==> src/include/exc_pkg.sv <==
// Package: constants and carrier types for the exception vector and priority control
// Overview of operation
// - Undefined trap when nobody can execute instruction
// - Undefined trap sets normal interrupt mask
// - Undefined return copies saved status, resumes next
// - Breakpoint behaves as a prefetch abort
// - Breakpoint taken only at execute stage
// - Abort return minus four retries breakpointed instruction
// - Halt mode breakpoint enters debug state instead
// - High vector input selects base zero or FFFF0000
// - Fixed vector offsets per exception, 0x14 unused
// - Entry mode and masks set per exception
// - Fixed priority resolves coinciding exceptions
// - Breakpoint, undefined, supervisor call mutually exclusive
// - Data abort with fast interrupt chains to fast
// - Entry saves link, status, forces mode, vectors
// - Exceptions always run in 32-bit state
// - Reset forces supervisor, both masks, clears compressed
// - Fast interrupt registered, sampled each instruction end
package exc_pkg;

	// Vector bases
	localparam logic [31:0] VEC_BASE_LOW  = 32'h0000_0000;
	localparam logic [31:0] VEC_BASE_HIGH = 32'hffff_0000;

	// Vector offsets
	localparam logic [31:0] OFS_RESET = 32'h0000_0000;
	localparam logic [31:0] OFS_UNDEF = 32'h0000_0004;
	localparam logic [31:0] OFS_SVC   = 32'h0000_0008;
	localparam logic [31:0] OFS_PABT  = 32'h0000_000c;
	localparam logic [31:0] OFS_DABT  = 32'h0000_0010;
	localparam logic [31:0] OFS_IRQ   = 32'h0000_0018;
	localparam logic [31:0] OFS_FIQ   = 32'h0000_001c;

	// Mode field codes
	localparam logic [4:0] MODE_FIQ = 5'h11;
	localparam logic [4:0] MODE_IRQ = 5'h12;
	localparam logic [4:0] MODE_SVC = 5'h13;
	localparam logic [4:0] MODE_ABT = 5'h17;
	localparam logic [4:0] MODE_UND = 5'h1b;

	// Status word field positions
	localparam int STAT_T_BIT = 5;
	localparam int STAT_F_BIT = 6;
	localparam int STAT_I_BIT = 7;

	// Return address adjustments
	localparam logic [31:0] RET_ABT_SUB = 32'h0000_0004;
	localparam logic [31:0] WORD_STEP   = 32'h0000_0004;
	localparam logic [31:0] HALF_STEP   = 32'h0000_0002;

	// Exception kinds, priority order highest first
	typedef enum logic [2:0] {
		EXC_NONE,
		EXC_RESET,
		EXC_DABT,
		EXC_FIQ,
		EXC_IRQ,
		EXC_PABT,
		EXC_UNDEF,
		EXC_SVC
	} exc_kind_t;

	// Instruction classes seen at the execute stage
	typedef struct packed {
		logic valid;
		logic is_breakpoint;
		logic is_supervisor_call;
		logic core_can_execute;
		logic coproc_accepts;
		logic prefetch_aborted;
		logic end_of_instruction;
		logic [31:0] pc;
	} exec_info_t;

	// Returned exception-entry description
	typedef struct packed {
		logic take;
		exc_kind_t kind;
		logic [31:0] vector;
		logic [4:0] mode;
		logic set_i;
		logic set_f;
		logic [31:0] link;
		logic debug_halt;
	} entry_t;

	// Handler return request
	typedef struct packed {
		logic valid;
		logic restore_status;
		logic [31:0] target;
	} exc_return_t;

endpackage

==> src/exc_sync2.sv <==
// Two flip-flop synchroniser for a single level
`timescale 1ns/1ps
`default_nettype none
module exc_sync2 #(
	parameter logic RESET_VAL = 1'b1
) (
	input  wire logic mclk_in,
	input  wire logic rst_in,
	input  wire logic async_in,
	output var  logic sync_out
);
	// Both stages in one state word
	typedef struct packed {
		logic meta;
		logic stable;
	} sync_state_t;

	sync_state_t st;       // Registered stages
	sync_state_t next_st;  // Next value

	// Shift the pin level through two stages
	always_comb begin
		next_st.meta   = async_in;
		next_st.stable = st.meta;
	end

	// Reset to the inactive level
	always_ff @(posedge mclk_in) begin
		if (rst_in) begin
			st <= '{meta: RESET_VAL, stable: RESET_VAL};
		end else begin
			st <= next_st;
		end
	end

	assign sync_out = st.stable;
endmodule
`default_nettype wire

==> src/exc_vector_lookup.sv <==
// Vector address, entry mode and mask lookup per exception kind
`timescale 1ns/1ps
`default_nettype none
module exc_vector_lookup (
	input  wire logic               high_vector_select,
	input  wire exc_pkg::exc_kind_t kind_in,
	output logic [31:0]             vector_out,
	output logic [4:0]              mode_out,
	output logic                    set_f_out
);
	logic [31:0] base;    // Selected vector base
	logic [31:0] offset;  // Offset per kind

	// Base from the configuration level
	always_comb begin
		base = high_vector_select ? exc_pkg::VEC_BASE_HIGH : exc_pkg::VEC_BASE_LOW;
	end

	// Offset, mode, fast mask per kind; 0x14 is never produced
	always_comb begin
		offset    = exc_pkg::OFS_RESET;
		mode_out  = exc_pkg::MODE_SVC;
		set_f_out = 1'b0;
		case (kind_in)
			exc_pkg::EXC_RESET: begin
				offset    = exc_pkg::OFS_RESET;
				mode_out  = exc_pkg::MODE_SVC;
				set_f_out = 1'b1;
			end
			exc_pkg::EXC_UNDEF: begin
				offset   = exc_pkg::OFS_UNDEF;
				mode_out = exc_pkg::MODE_UND;
			end
			exc_pkg::EXC_SVC: begin
				offset   = exc_pkg::OFS_SVC;
				mode_out = exc_pkg::MODE_SVC;
			end
			exc_pkg::EXC_PABT: begin
				offset   = exc_pkg::OFS_PABT;
				mode_out = exc_pkg::MODE_ABT;
			end
			exc_pkg::EXC_DABT: begin
				offset   = exc_pkg::OFS_DABT;
				mode_out = exc_pkg::MODE_ABT;
			end
			exc_pkg::EXC_IRQ: begin
				offset   = exc_pkg::OFS_IRQ;
				mode_out = exc_pkg::MODE_IRQ;
			end
			exc_pkg::EXC_FIQ: begin
				offset    = exc_pkg::OFS_FIQ;
				mode_out  = exc_pkg::MODE_FIQ;
				set_f_out = 1'b1;
			end
			default: begin
				offset = exc_pkg::OFS_RESET;
			end
		endcase
	end

	// Base and offset never overlap, so an add is exact
	assign vector_out = base + offset;
endmodule
`default_nettype wire

==> src/exception_vector_priority_control.sv <==
// Exception entry, priority resolution and status-word control
`timescale 1ns/1ps
`default_nettype none
module exception_vector_priority_control (
	input  wire logic                 mclk_in,
	input  wire logic                 rst_in,
	input  wire logic                 high_vector_select_in,
	input  wire logic                 fast_interrupt_request_n_in,
	input  wire logic                 normal_interrupt_request_n_in,
	input  wire logic                 data_abort_in,
	input  wire logic                 halt_mode_in,
	input  wire exc_pkg::exec_info_t  exec_in,
	input  wire exc_pkg::exc_return_t return_in,
	output exc_pkg::entry_t           entry_out,
	output logic [31:0]               current_status_word_out,
	output logic [31:0]               saved_status_word_out,
	output logic [31:0]               undefined_mode_link_register_out,
	output logic [31:0]               abort_mode_link_register_out,
	output logic [31:0]               fetch_addr_out,
	output logic                      fetch_valid_out,
	output logic                      debug_state_out
);
	// All state of the block
	typedef struct packed {
		logic [31:0] cur_stat;     // Current status word
		logic [31:0] saved_stat;   // Saved status word of last entry
		logic [31:0] und_lr;       // Undefined mode link
		logic [31:0] abt_lr;       // Abort mode link
		logic [31:0] fetch_addr;   // Redirect target
		logic        fetch_valid;  // One-cycle redirect pulse
		logic        debug;        // Debug state entered
		logic        chain_fiq;    // Pending fast entry after data abort
		logic        after_reset;  // Reset vector fetch still owed
		exc_pkg::entry_t entry;    // Last entry description
	} state_t;

	state_t st;       // Registered state
	state_t next_st;  // Next state

	logic fiq_sync_n;  // Fast request, registered internally
	logic irq_sync_n;  // Normal request, registered internally

	// Pins cross into this clock first
	exc_sync2 #(.RESET_VAL(1'b1)) u_fiq_sync (
		.mclk_in  (mclk_in),
		.rst_in   (rst_in),
		.async_in (fast_interrupt_request_n_in),
		.sync_out (fiq_sync_n)
	);

	exc_sync2 #(.RESET_VAL(1'b1)) u_irq_sync (
		.mclk_in  (mclk_in),
		.rst_in   (rst_in),
		.async_in (normal_interrupt_request_n_in),
		.sync_out (irq_sync_n)
	);

	logic data_abort_s;  // Abort level from the memory side

	exc_sync2 #(.RESET_VAL(1'b0)) u_dabt_sync (
		.mclk_in  (mclk_in),
		.rst_in   (rst_in),
		.async_in (data_abort_in),
		.sync_out (data_abort_s)
	);

	// Candidate conditions
	logic want_undef;   // Nobody can run it
	logic want_breakpoint_instruction;    // Breakpoint at execute
	logic want_svc;     // Supervisor call at execute
	logic want_pabt;    // Fetch abort reaching execute
	logic want_fiq;     // Unmasked fast request
	logic want_irq;     // Unmasked normal request
	logic at_end;       // Instruction boundary
	exc_pkg::exc_kind_t kind;  // Winner of arbitration

	// Decode of the instruction at execute; discarded ones never set valid
	always_comb begin
		at_end     = exec_in.valid && exec_in.end_of_instruction;
		// Encodings are disjoint: breakpoint wins first, then call, then undefined
		want_breakpoint_instruction  = exec_in.valid && exec_in.is_breakpoint;
		want_svc   = exec_in.valid && !exec_in.is_breakpoint
			&& exec_in.is_supervisor_call;
		want_undef = exec_in.valid && !exec_in.is_breakpoint
			&& !exec_in.is_supervisor_call
			&& !exec_in.core_can_execute && !exec_in.coproc_accepts;
		want_pabt  = exec_in.valid && exec_in.prefetch_aborted;
		// Interrupts are looked at only on instruction boundaries
		want_fiq   = at_end && !fiq_sync_n && !st.cur_stat[exc_pkg::STAT_F_BIT];
		want_irq   = at_end && !irq_sync_n && !st.cur_stat[exc_pkg::STAT_I_BIT];
	end

	// Fixed priority, highest first
	always_comb begin
		if (st.after_reset) begin
			kind = exc_pkg::EXC_RESET;
		end else if (data_abort_s) begin
			kind = exc_pkg::EXC_DABT;
		end else if (want_fiq || (st.chain_fiq && !fiq_sync_n)) begin
			kind = exc_pkg::EXC_FIQ;
		end else if (want_irq) begin
			kind = exc_pkg::EXC_IRQ;
		end else if (want_pabt || (want_breakpoint_instruction && !halt_mode_in)) begin
			kind = exc_pkg::EXC_PABT;
		end else if (want_undef) begin
			kind = exc_pkg::EXC_UNDEF;
		end else if (want_svc) begin
			kind = exc_pkg::EXC_SVC;
		end else begin
			kind = exc_pkg::EXC_NONE;
		end
	end

	logic [31:0] vec;       // Vector for the winner
	logic [4:0]  vec_mode;  // Entry mode for the winner
	logic        vec_f;     // Fast mask on entry

	exc_vector_lookup u_lookup (
		.high_vector_select (high_vector_select_in),
		.kind_in            (kind),
		.vector_out         (vec),
		.mode_out           (vec_mode),
		.set_f_out          (vec_f)
	);

	logic [31:0] next_pc;  // Address after the executing instruction

	// Return link depends on the state the instruction ran in
	always_comb begin
		next_pc = exec_in.pc + (st.cur_stat[exc_pkg::STAT_T_BIT]
			? exc_pkg::HALF_STEP : exc_pkg::WORD_STEP);
	end

	// Next state
	always_comb begin
		next_st = st;
		next_st.fetch_valid = 1'b0;
		next_st.entry.take  = 1'b0;
		// Chain chance lasts one cycle only, so a late request cannot leak past the mask
		next_st.chain_fiq   = 1'b0;
		// Halt mode turns a breakpoint into debug entry, not an abort
		if (want_breakpoint_instruction && halt_mode_in && kind == exc_pkg::EXC_NONE) begin
			next_st.debug = 1'b1;
			next_st.entry.debug_halt = 1'b1;
		end
		if (kind != exc_pkg::EXC_NONE) begin
			next_st.entry.take  = 1'b1;
			next_st.entry.kind  = kind;
			next_st.entry.vector = vec;
			next_st.entry.mode  = vec_mode;
			next_st.entry.set_i = 1'b1;
			next_st.entry.set_f = vec_f;
			next_st.entry.link  = next_pc;
			next_st.entry.debug_halt = 1'b0;
			next_st.saved_stat = st.cur_stat;
			next_st.cur_stat[4:0] = vec_mode;
			next_st.cur_stat[exc_pkg::STAT_I_BIT] = 1'b1;
			if (vec_f) begin
				next_st.cur_stat[exc_pkg::STAT_F_BIT] = 1'b1;
			end
			next_st.cur_stat[exc_pkg::STAT_T_BIT] = 1'b0;
			next_st.fetch_addr  = vec;
			next_st.fetch_valid = 1'b1;
			next_st.after_reset = 1'b0;
			// Data abort with a live unmasked fast request chains straight on
			next_st.chain_fiq = (kind == exc_pkg::EXC_DABT)
				&& !fiq_sync_n && !st.cur_stat[exc_pkg::STAT_F_BIT];
			if (kind == exc_pkg::EXC_UNDEF) begin
				next_st.und_lr = next_pc;
			end
			if (kind == exc_pkg::EXC_PABT || kind == exc_pkg::EXC_DABT) begin
				// Abort link is one step past the faulting instruction
				next_st.abt_lr = next_pc;
			end
			// Fast entry leaves the abort link alone, so a chained data abort keeps its link in the abort bank
		end else if (return_in.valid) begin
			// Handler return, status restored from the saved word
			if (return_in.restore_status) begin
				next_st.cur_stat = st.saved_stat;
			end
			if (st.cur_stat[4:0] == exc_pkg::MODE_ABT) begin
				next_st.fetch_addr = st.abt_lr - exc_pkg::RET_ABT_SUB;
			end else if (st.cur_stat[4:0] == exc_pkg::MODE_UND) begin
				next_st.fetch_addr = st.und_lr;
			end else begin
				next_st.fetch_addr = return_in.target;
			end
			next_st.fetch_valid = 1'b1;
		end
	end

	// Register everything; reset state is supervisor with both masks set
	always_ff @(posedge mclk_in) begin
		if (rst_in) begin
			st <= '0;
			st.cur_stat[4:0] <= exc_pkg::MODE_SVC;
			st.cur_stat[exc_pkg::STAT_I_BIT] <= 1'b1;
			st.cur_stat[exc_pkg::STAT_F_BIT] <= 1'b1;
			st.after_reset <= 1'b1;
		end else begin
			st <= next_st;
		end
	end

	// Outputs straight from state
	assign entry_out                        = st.entry;
	assign current_status_word_out          = st.cur_stat;
	assign saved_status_word_out            = st.saved_stat;
	assign undefined_mode_link_register_out = st.und_lr;
	assign abort_mode_link_register_out     = st.abt_lr;
	assign fetch_addr_out                   = st.fetch_addr;
	assign fetch_valid_out                  = st.fetch_valid;
	assign debug_state_out                  = st.debug;
endmodule
`default_nettype wire

==> config.mk <==
export PLATFORM = sky130hd
export DESIGN_NAME = exception_vector_priority_control
export DESIGN_NICKNAME = d
export VERILOG_FILES = /design/src/include/exc_pkg.sv /design/src/exc_sync2.sv /design/src/exc_vector_lookup.sv /design/src/exception_vector_priority_control.sv
export SDC_FILE = /design/constraint.sdc
export NUM_CORES = 1
export LEC_CHECK = 0
export BUFFER_PORTS_ARGS = -buffer_cell sky130_fd_sc_hd__buf_2
export CORE_MARGIN = 2
export CORE_UTILIZATION = 35
export CTS_CLUSTER_DIAMETER = 150
export DETAILED_ROUTE_END_ITERATION = 10
export SLEW_MARGIN = 20
export SYNTH_ARGS = -nofsm -noshare
export SYNTH_HDL_FRONTEND = slang
export SYNTH_SLANG_ARGS = --single-unit
==> constraint.sdc <==
create_clock -name mclk_in -period 2.4 [get_ports mclk_in]
set_input_delay 0.24 -clock mclk_in [delete_from_list [all_inputs] [get_ports mclk_in]]
set_output_delay 0.24 -clock mclk_in [all_outputs]
set_load 0.05 [all_outputs]
==> results_dict.tcl, run 1 <==
set metrics [dict create \
    outcome "completed" \
    io_buffers 304 \
    drc 0 \
    p_leak_nw 5.53 \
    yosysWarningCount 0 \
    final_area_um2 12900 \
    areaGrowthSynthToFinish_pct 13.1 \
    worst_slew_pin_slew_ps 1030 \
    cts_sinks 217 \
    drtIter0Drc 618 \
    hold_viol 0 \
    cts_tree "yes" \
    overflow 0 \
    fin_util_pct 40.0 \
    p_switching_mw 3.17 \
    required_ps 2790 \
    firstDrtPassIters 5 \
    grt_max_degree 142 \
    cts-root-buf "clkbuf_16" \
    synth_cell_type_count 80 \
    diodes 0 \
    finalSetupViolCount 0 \
    grt_pass1_vias 9019 \
    drv_slew 0 \
    clk_pin_slew_ps 70 \
    avgSynthCellArea_um2 8.25 \
    die_area_um2 34100 \
    vias_per_cell 5.12 \
    die_h_um 185 \
    use_met2_pct 31.9 \
    final.setup_skew_ps 16.1 \
    syn_area_um2 11400 \
    cts_buffer_depth 3 \
    wire_per_inst_um 19.7 \
    grt_util_met1_pct 30.2 \
    coreArea_um2 32400 \
    start_kind "register" \
    cpMaxStageDelayCell "or4_1" \
    p_per_area_nw_per_um2 758 \
    routed_wl_mm 38.1 \
    grt.busiest_layer "met2" \
    placed_area_um2 12100 \
    async_flop_share_pct 0 \
    use_met3_pct 4.07 \
    drive_gt1_share_pct 30.8 \
    fin_setup_tns_ps 0 \
    grt_antenna_before_repair 0 \
    cp_slowest_stage_delay_ps 530 \
    p_int_mw 6.64 \
    cp.arrival_ps 2640 \
    rows 66 \
    nNetsFinal 1558 \
    power_frac_comb_pct 21.2 \
    rsz0062_at_grt "false" \
    critPathCaptureType "register" \
    htree_levels 1 \
    initial_core_util_pct 35.3 \
    ys_ff_latch 217 \
    crit_type "register to register" \
    vdd_drop_max_mv 0.538 \
    grt_pass1_wl_mm 55.3 \
    pwr-share-clk_pct 38.8 \
    synth_cells 1387 \
    yosys.area_share.adder_pct 0.503 \
    synth_edf_count 0 \
    numCtsBuffers 24 \
    yosysSeqAreaShare_pct 38.0 \
    grt_usage_pct 21.1 \
    fin_crit_sh_pct 93.8 \
    final_cell_mix "buf_2, dfxtp_1, nand2_1, nor2_1, a21oi_1" \
    ant_nets 0 \
    routed-via-count 9888 \
    final_common_cell "buf_2" \
    synth-simple-area-share_pct 19.2 \
    synth-compound-area-share_pct 17.1 \
    relSlewSlack_pct 31.0 \
    post-cts-setup-buffers 0 \
    min_path_type "input pin to register" \
    fmax_mhz 444 \
    synth_ff_type "dfxtp_1" \
    insertion_delay_ps 530 \
    die_w_um 185 \
    synth_xor_area_share_pct 3.22 \
    post-route-min-period_ps 2250 \
    synth_top_family_by_area "buffers and inverters" \
    synthMuxAreaShare_pct 2.66 \
    crit_fanout 7 \
    place_hpwl_mm 28.7 \
    gp_congestion 0.894 \
    sw_frac_of_total_pct 32.3 \
    max_cap_viol_count 0 \
    crit_chain "inv_1 -> ha_1 -> or3b_1 -> or4_1 -> o21a_1 -> nor3_1 -> o22ai_1" \
    seq_power_share_pct 40.0 \
    fillers 3356 \
    ios 318 \
]
==> critical path, delay by kind of cell, from the launching register on <==
| kind | cells | cell delay (ps) |
|---|---|---|
| simple gates | 3 | 1210 |
| buf+inv | 1 | 70 |
| compound gates | 2 | 290 |
| fa+ha+maj | 1 | 170 |
| flops | 1 | 360 |
==> state kept, by name, indices dropped and copies added (netlist names), 2 cells and up <==
signal                            cells
current_status_word_out              32
entry_out                            47
fetch_addr_out                       32
abort_mode_link_register_out         32
st                                    2
saved_status_word_out                32
undefined_mode_link_register_out     32
==> through the flow <==
step	worst slack (ps)	total power [mW]	std cells	hold WS, ps
5_1_grt	31.0	10.2	1933	24.6
6_report	148	9.81	1933	33.1
2_1_floorplan	233	5.64	1399	344
3_5_place_dp	67.8	6.07	1885	398
3_3_place_gp	145	6.06	1885	398
4_1_cts	59.5	9.89	1933	1.74
==> repair_timing <==
item	4_1_cts	5_1_grt
endpoints found under the setup margin	0	13
gates resized for setup	0	4
endpoints found under the hold margin	6	0
hold buffers	5	0
==> per-layer routing <==
layer | part of all wire [%] | vias to the layer above
met5 | 0 | -
met4 | 3.0 | 0
met3 | 7.3 | 55
met2 | 43 | 379
met1 | 47 | 4670
li1 | - | 4784
==> cell usage after synthesis, types with 22 or more instances <==
| cell type | n | share of area (%) |
|---|---|---|
| nor3_1 | 22 | 0.96 |
| a21oi_1 | 118 | 5.2 |
| xnor2_1 | 23 | 1.8 |
| nand2_1 | 150 | 4.9 |
| clkbuf_1 | 55 | 1.8 |
| buf_2 | 27 | 1.2 |
| dfxtp_1 | 217 | 38 |
| buf_4 | 238 | 16 |
| a211oi_1 | 67 | 4.4 |
| o21ai_0 | 39 | 1.7 |
| nand3_1 | 55 | 2.4 |
| nor2_1 | 119 | 3.9 |
==> kinds of logic after synthesis <==
logic type | count (synthesis)
other cells | 1
fa+ha+maj | 4
xor+xnor | 42
simple gates | 454
mux | 28
buf+inv | 336
compound gates | 305
flops | 217
==> worst paths after layout <==
path,end,cells after the start,start,slack [ps]
setup / recovery,fetch_addr_out[26],7,abort_mode_link_register_out[3],150
hold / removal,entry_out[0],3,exec_in[37],30
setup reg to reg,fetch_addr_out[26],7,abort_mode_link_register_out[3],150
hold reg to reg,u_irq_sync.sync_out,1,u_irq_sync.next_st[0],410
==> cell type report <==
type | count | area (µm²) | area share [%]
Multi-Input combinational cell | 846 | 4970 | 38.4
Sequential cell | 217 | 4350 | 33.6
Clock inverter | 8 | 67.6 | 0.522
Inverter | 8 | 30.0 | 0.232
Tap cell | 442 | 553 | 4.27
Clock buffer | 35 | 753 | 5.82
Timing Repair Buffer | 377 | 2220 | 17.2
==> power by group through the flow <==
stage               combinational [mW]  clock, mW  sequential (mW)
finish                            2.08       3.80             3.92
global route                      2.21       4.03             3.95
CTS                               2.08       3.89             3.92
detailed placement                2.07          0             4.00
global placement                  2.06          0             4.00
floorplan                         1.68          0             3.95
(Power assumes the default switching activity.)
==> inputs of run 2 (changes only) <==
CORE_ASPECT_RATIO = 0.9   (was not set)
TNS_END_PERCENT = 20   (was not set)
==> results_dict.tcl, run 2 (synthesized netlist as in run 1, its figures left out) <==
set metrics [dict create \
    rows 62 \
    vdd_drop_max_mv 0.504 \
    min_path_type "input pin to register" \
    ios 318 \
    crit_type "register to register" \
    overflow 0 \
    final_common_cell "buf_2" \
    cts_tree "yes" \
    cts_buffer_depth 3 \
    clk_pin_slew_ps 60 \
    critPathCaptureType "register" \
    nNetsFinal 1567 \
    final_area_um2 13000 \
    grt_pass1_vias 9281 \
    routed_wl_mm 39.0 \
    rsz0062_at_grt "true" \
    placed_cells 1865 \
    total_power_mw 10.2 \
    cp_slowest_stage_delay_ps 480 \
    wire_per_inst_um 20.3 \
    fillers 3325 \
    fmax_mhz 446 \
    gp_congestion 0.933 \
    drtIter0Drc 793 \
    final_cell_mix "buf_2, dfxtp_1, nand2_1, nor2_1, a21oi_1" \
    crit_fanout 5 \
    rr_startpoint "current_status_word_out[5]" \
    relSlewSlack_pct 31.5 \
    routed-via-count 9989 \
    final.setup_skew_ps 17.9 \
    worst_slew_pin_slew_ps 1020 \
    sw_frac_of_total_pct 31.8 \
    placed_area_um2 12000 \
    drive_gt1_share_pct 30.8 \
    p_int_mw 6.93 \
    grt_pass1_wl_mm 57.8 \
    areaGrowthSynthToFinish_pct 13.7 \
    die_area_um2 34100 \
    min_from "exec_in[37]" \
    grt_antenna_before_repair 1 \
    cp.arrival_ps 2690 \
    hold_viol 0 \
    ant_nets 0 \
    outcome "completed" \
    crit_chain "ha_1 -> fa_1 -> buf_4 -> nand4_1 -> nor4_1 -> xor2_1 -> nor2_1 -> nor3_1" \
    pwr-share-clk_pct 40.6 \
    seq_power_share_pct 38.6 \
    p_leak_nw 5.58 \
    crit_buf_inv 1 \
    insertion_delay_ps 530 \
    grt_max_degree 164 \
    vias_per_cell 5.21 \
    largest_reg_flops 47 \
    p_per_area_nw_per_um2 781 \
    cpLargestDelayFamily "simple AND/OR/NAND/NOR gates" \
    post-route-min-period_ps 2240 \
    die_h_um 176 \
    whs_ps 28.7 \
    drv_slew 0 \
    cts-root-buf "clkbuf_16" \
    numCtsBuffers 26 \
    cts_sinks 217 \
    power_frac_comb_pct 20.8 \
    start_kind "register" \
    startpoint "current_status_word_out[5]" \
    htree_levels 1 \
    fin_crit_sh_pct 93.5 \
    grt_usage_pct 21.9 \
    drc 0 \
    initial_core_util_pct 35.7 \
    finalNonFillerCells 1919 \
    firstDrtPassIters 5 \
    die_w_um 195 \
    max_cap_viol_count 0 \
    required_ps 2840 \
    finalSetupViolCount 0 \
    p_switching_mw 3.23 \
    place_hpwl_mm 29.1 \
    coreArea_um2 32000 \
    cpMaxStageDelayCell "xor2_1" \
    io_buffers 304 \
]
-- run 2: cell count changes in the layout (fill, tap and decap cells not counted), sizes merged --
| cell | change |
|---|---|
| buf | +6 |
| clkbuf | +4 |
| clkinv | -3 |
| bufinv | +2 |
| diode | +2 |
| clkinvlp | -1 |
| dlygate4sd3 | +1 |
| inv | +1 |
-- run 2: metrics by stage --
step | setup TNS, ps | setup WS [ps] | utilization, %
after CTS | 0 | 58.6 | 40.6
after global routing | -14.8 | -14.8 | 40.6
after floorplan | 0 | 233 | -
after detailed placement | -14.9 | -8.95 | 37.6
final | 0 | 156 | 40.6
after global placement | 0 | 57.8 | 37.6
-- run 2: cell type report --
cell class	instances	area [µm²]	area share, %
Clock buffer	39	781	6.00
Clock inverter	7	116	0.894
Tap cell	416	520	4.00
Inverter	8	30.0	0.231
Antenna cell	2	5.00	0.0385
Sequential cell	217	4350	33.4
Multi-Input combinational cell	846	4960	38.1
Timing Repair Buffer	384	2250	17.3
-- run 2: power by group through the flow --
stage	sequential, mW	combinational (mW)	clock [mW]
2_1_floorplan	3.95	1.68	0
3_3_place_gp	3.99	2.08	0
3_5_place_dp	4.00	2.09	0
4_1_cts	3.92	2.10	4.22
5_1_grt	3.94	2.24	4.35
6_report	3.93	2.11	4.12
-- run 2: metal layers --
metal	up-vias	global-route usage (%)	routed length [µm]
met1	4776	32.5	19000
met5	-	0	0
met3	59	4.24	2750
met4	0	6.31	1110
li1	4802	-	-
met2	352	31.7	16100
-- run 2: timing repair --
item | 4_1_cts | 5_1_grt
endpoints found under the setup margin | 3 | 17
hold buffers | 6 | 0
resized for setup | 1 | 4
setup buffers | 0 | 0
pin swaps | 0 | 0
hold endpoints to repair | 8 | 0
-- run 2: tightest hold or removal path, delay by kind of cell --
family	cells	cell delay (ps)
and+or+nand+nor	1	70
buffers and inverters	1	120
AOI/OAI and AO/OA	1	90
-- run 2: path summary, 6_finish.rpt --
kind                               to  slack [ps]  depth (start not counted)
setup / recovery        entry_out[16]         160                          8
hold / removal           entry_out[0]          30                          3
setup reg to reg        entry_out[16]         160                          8
hold reg to reg   u_fiq_sync.sync_out         400                          1
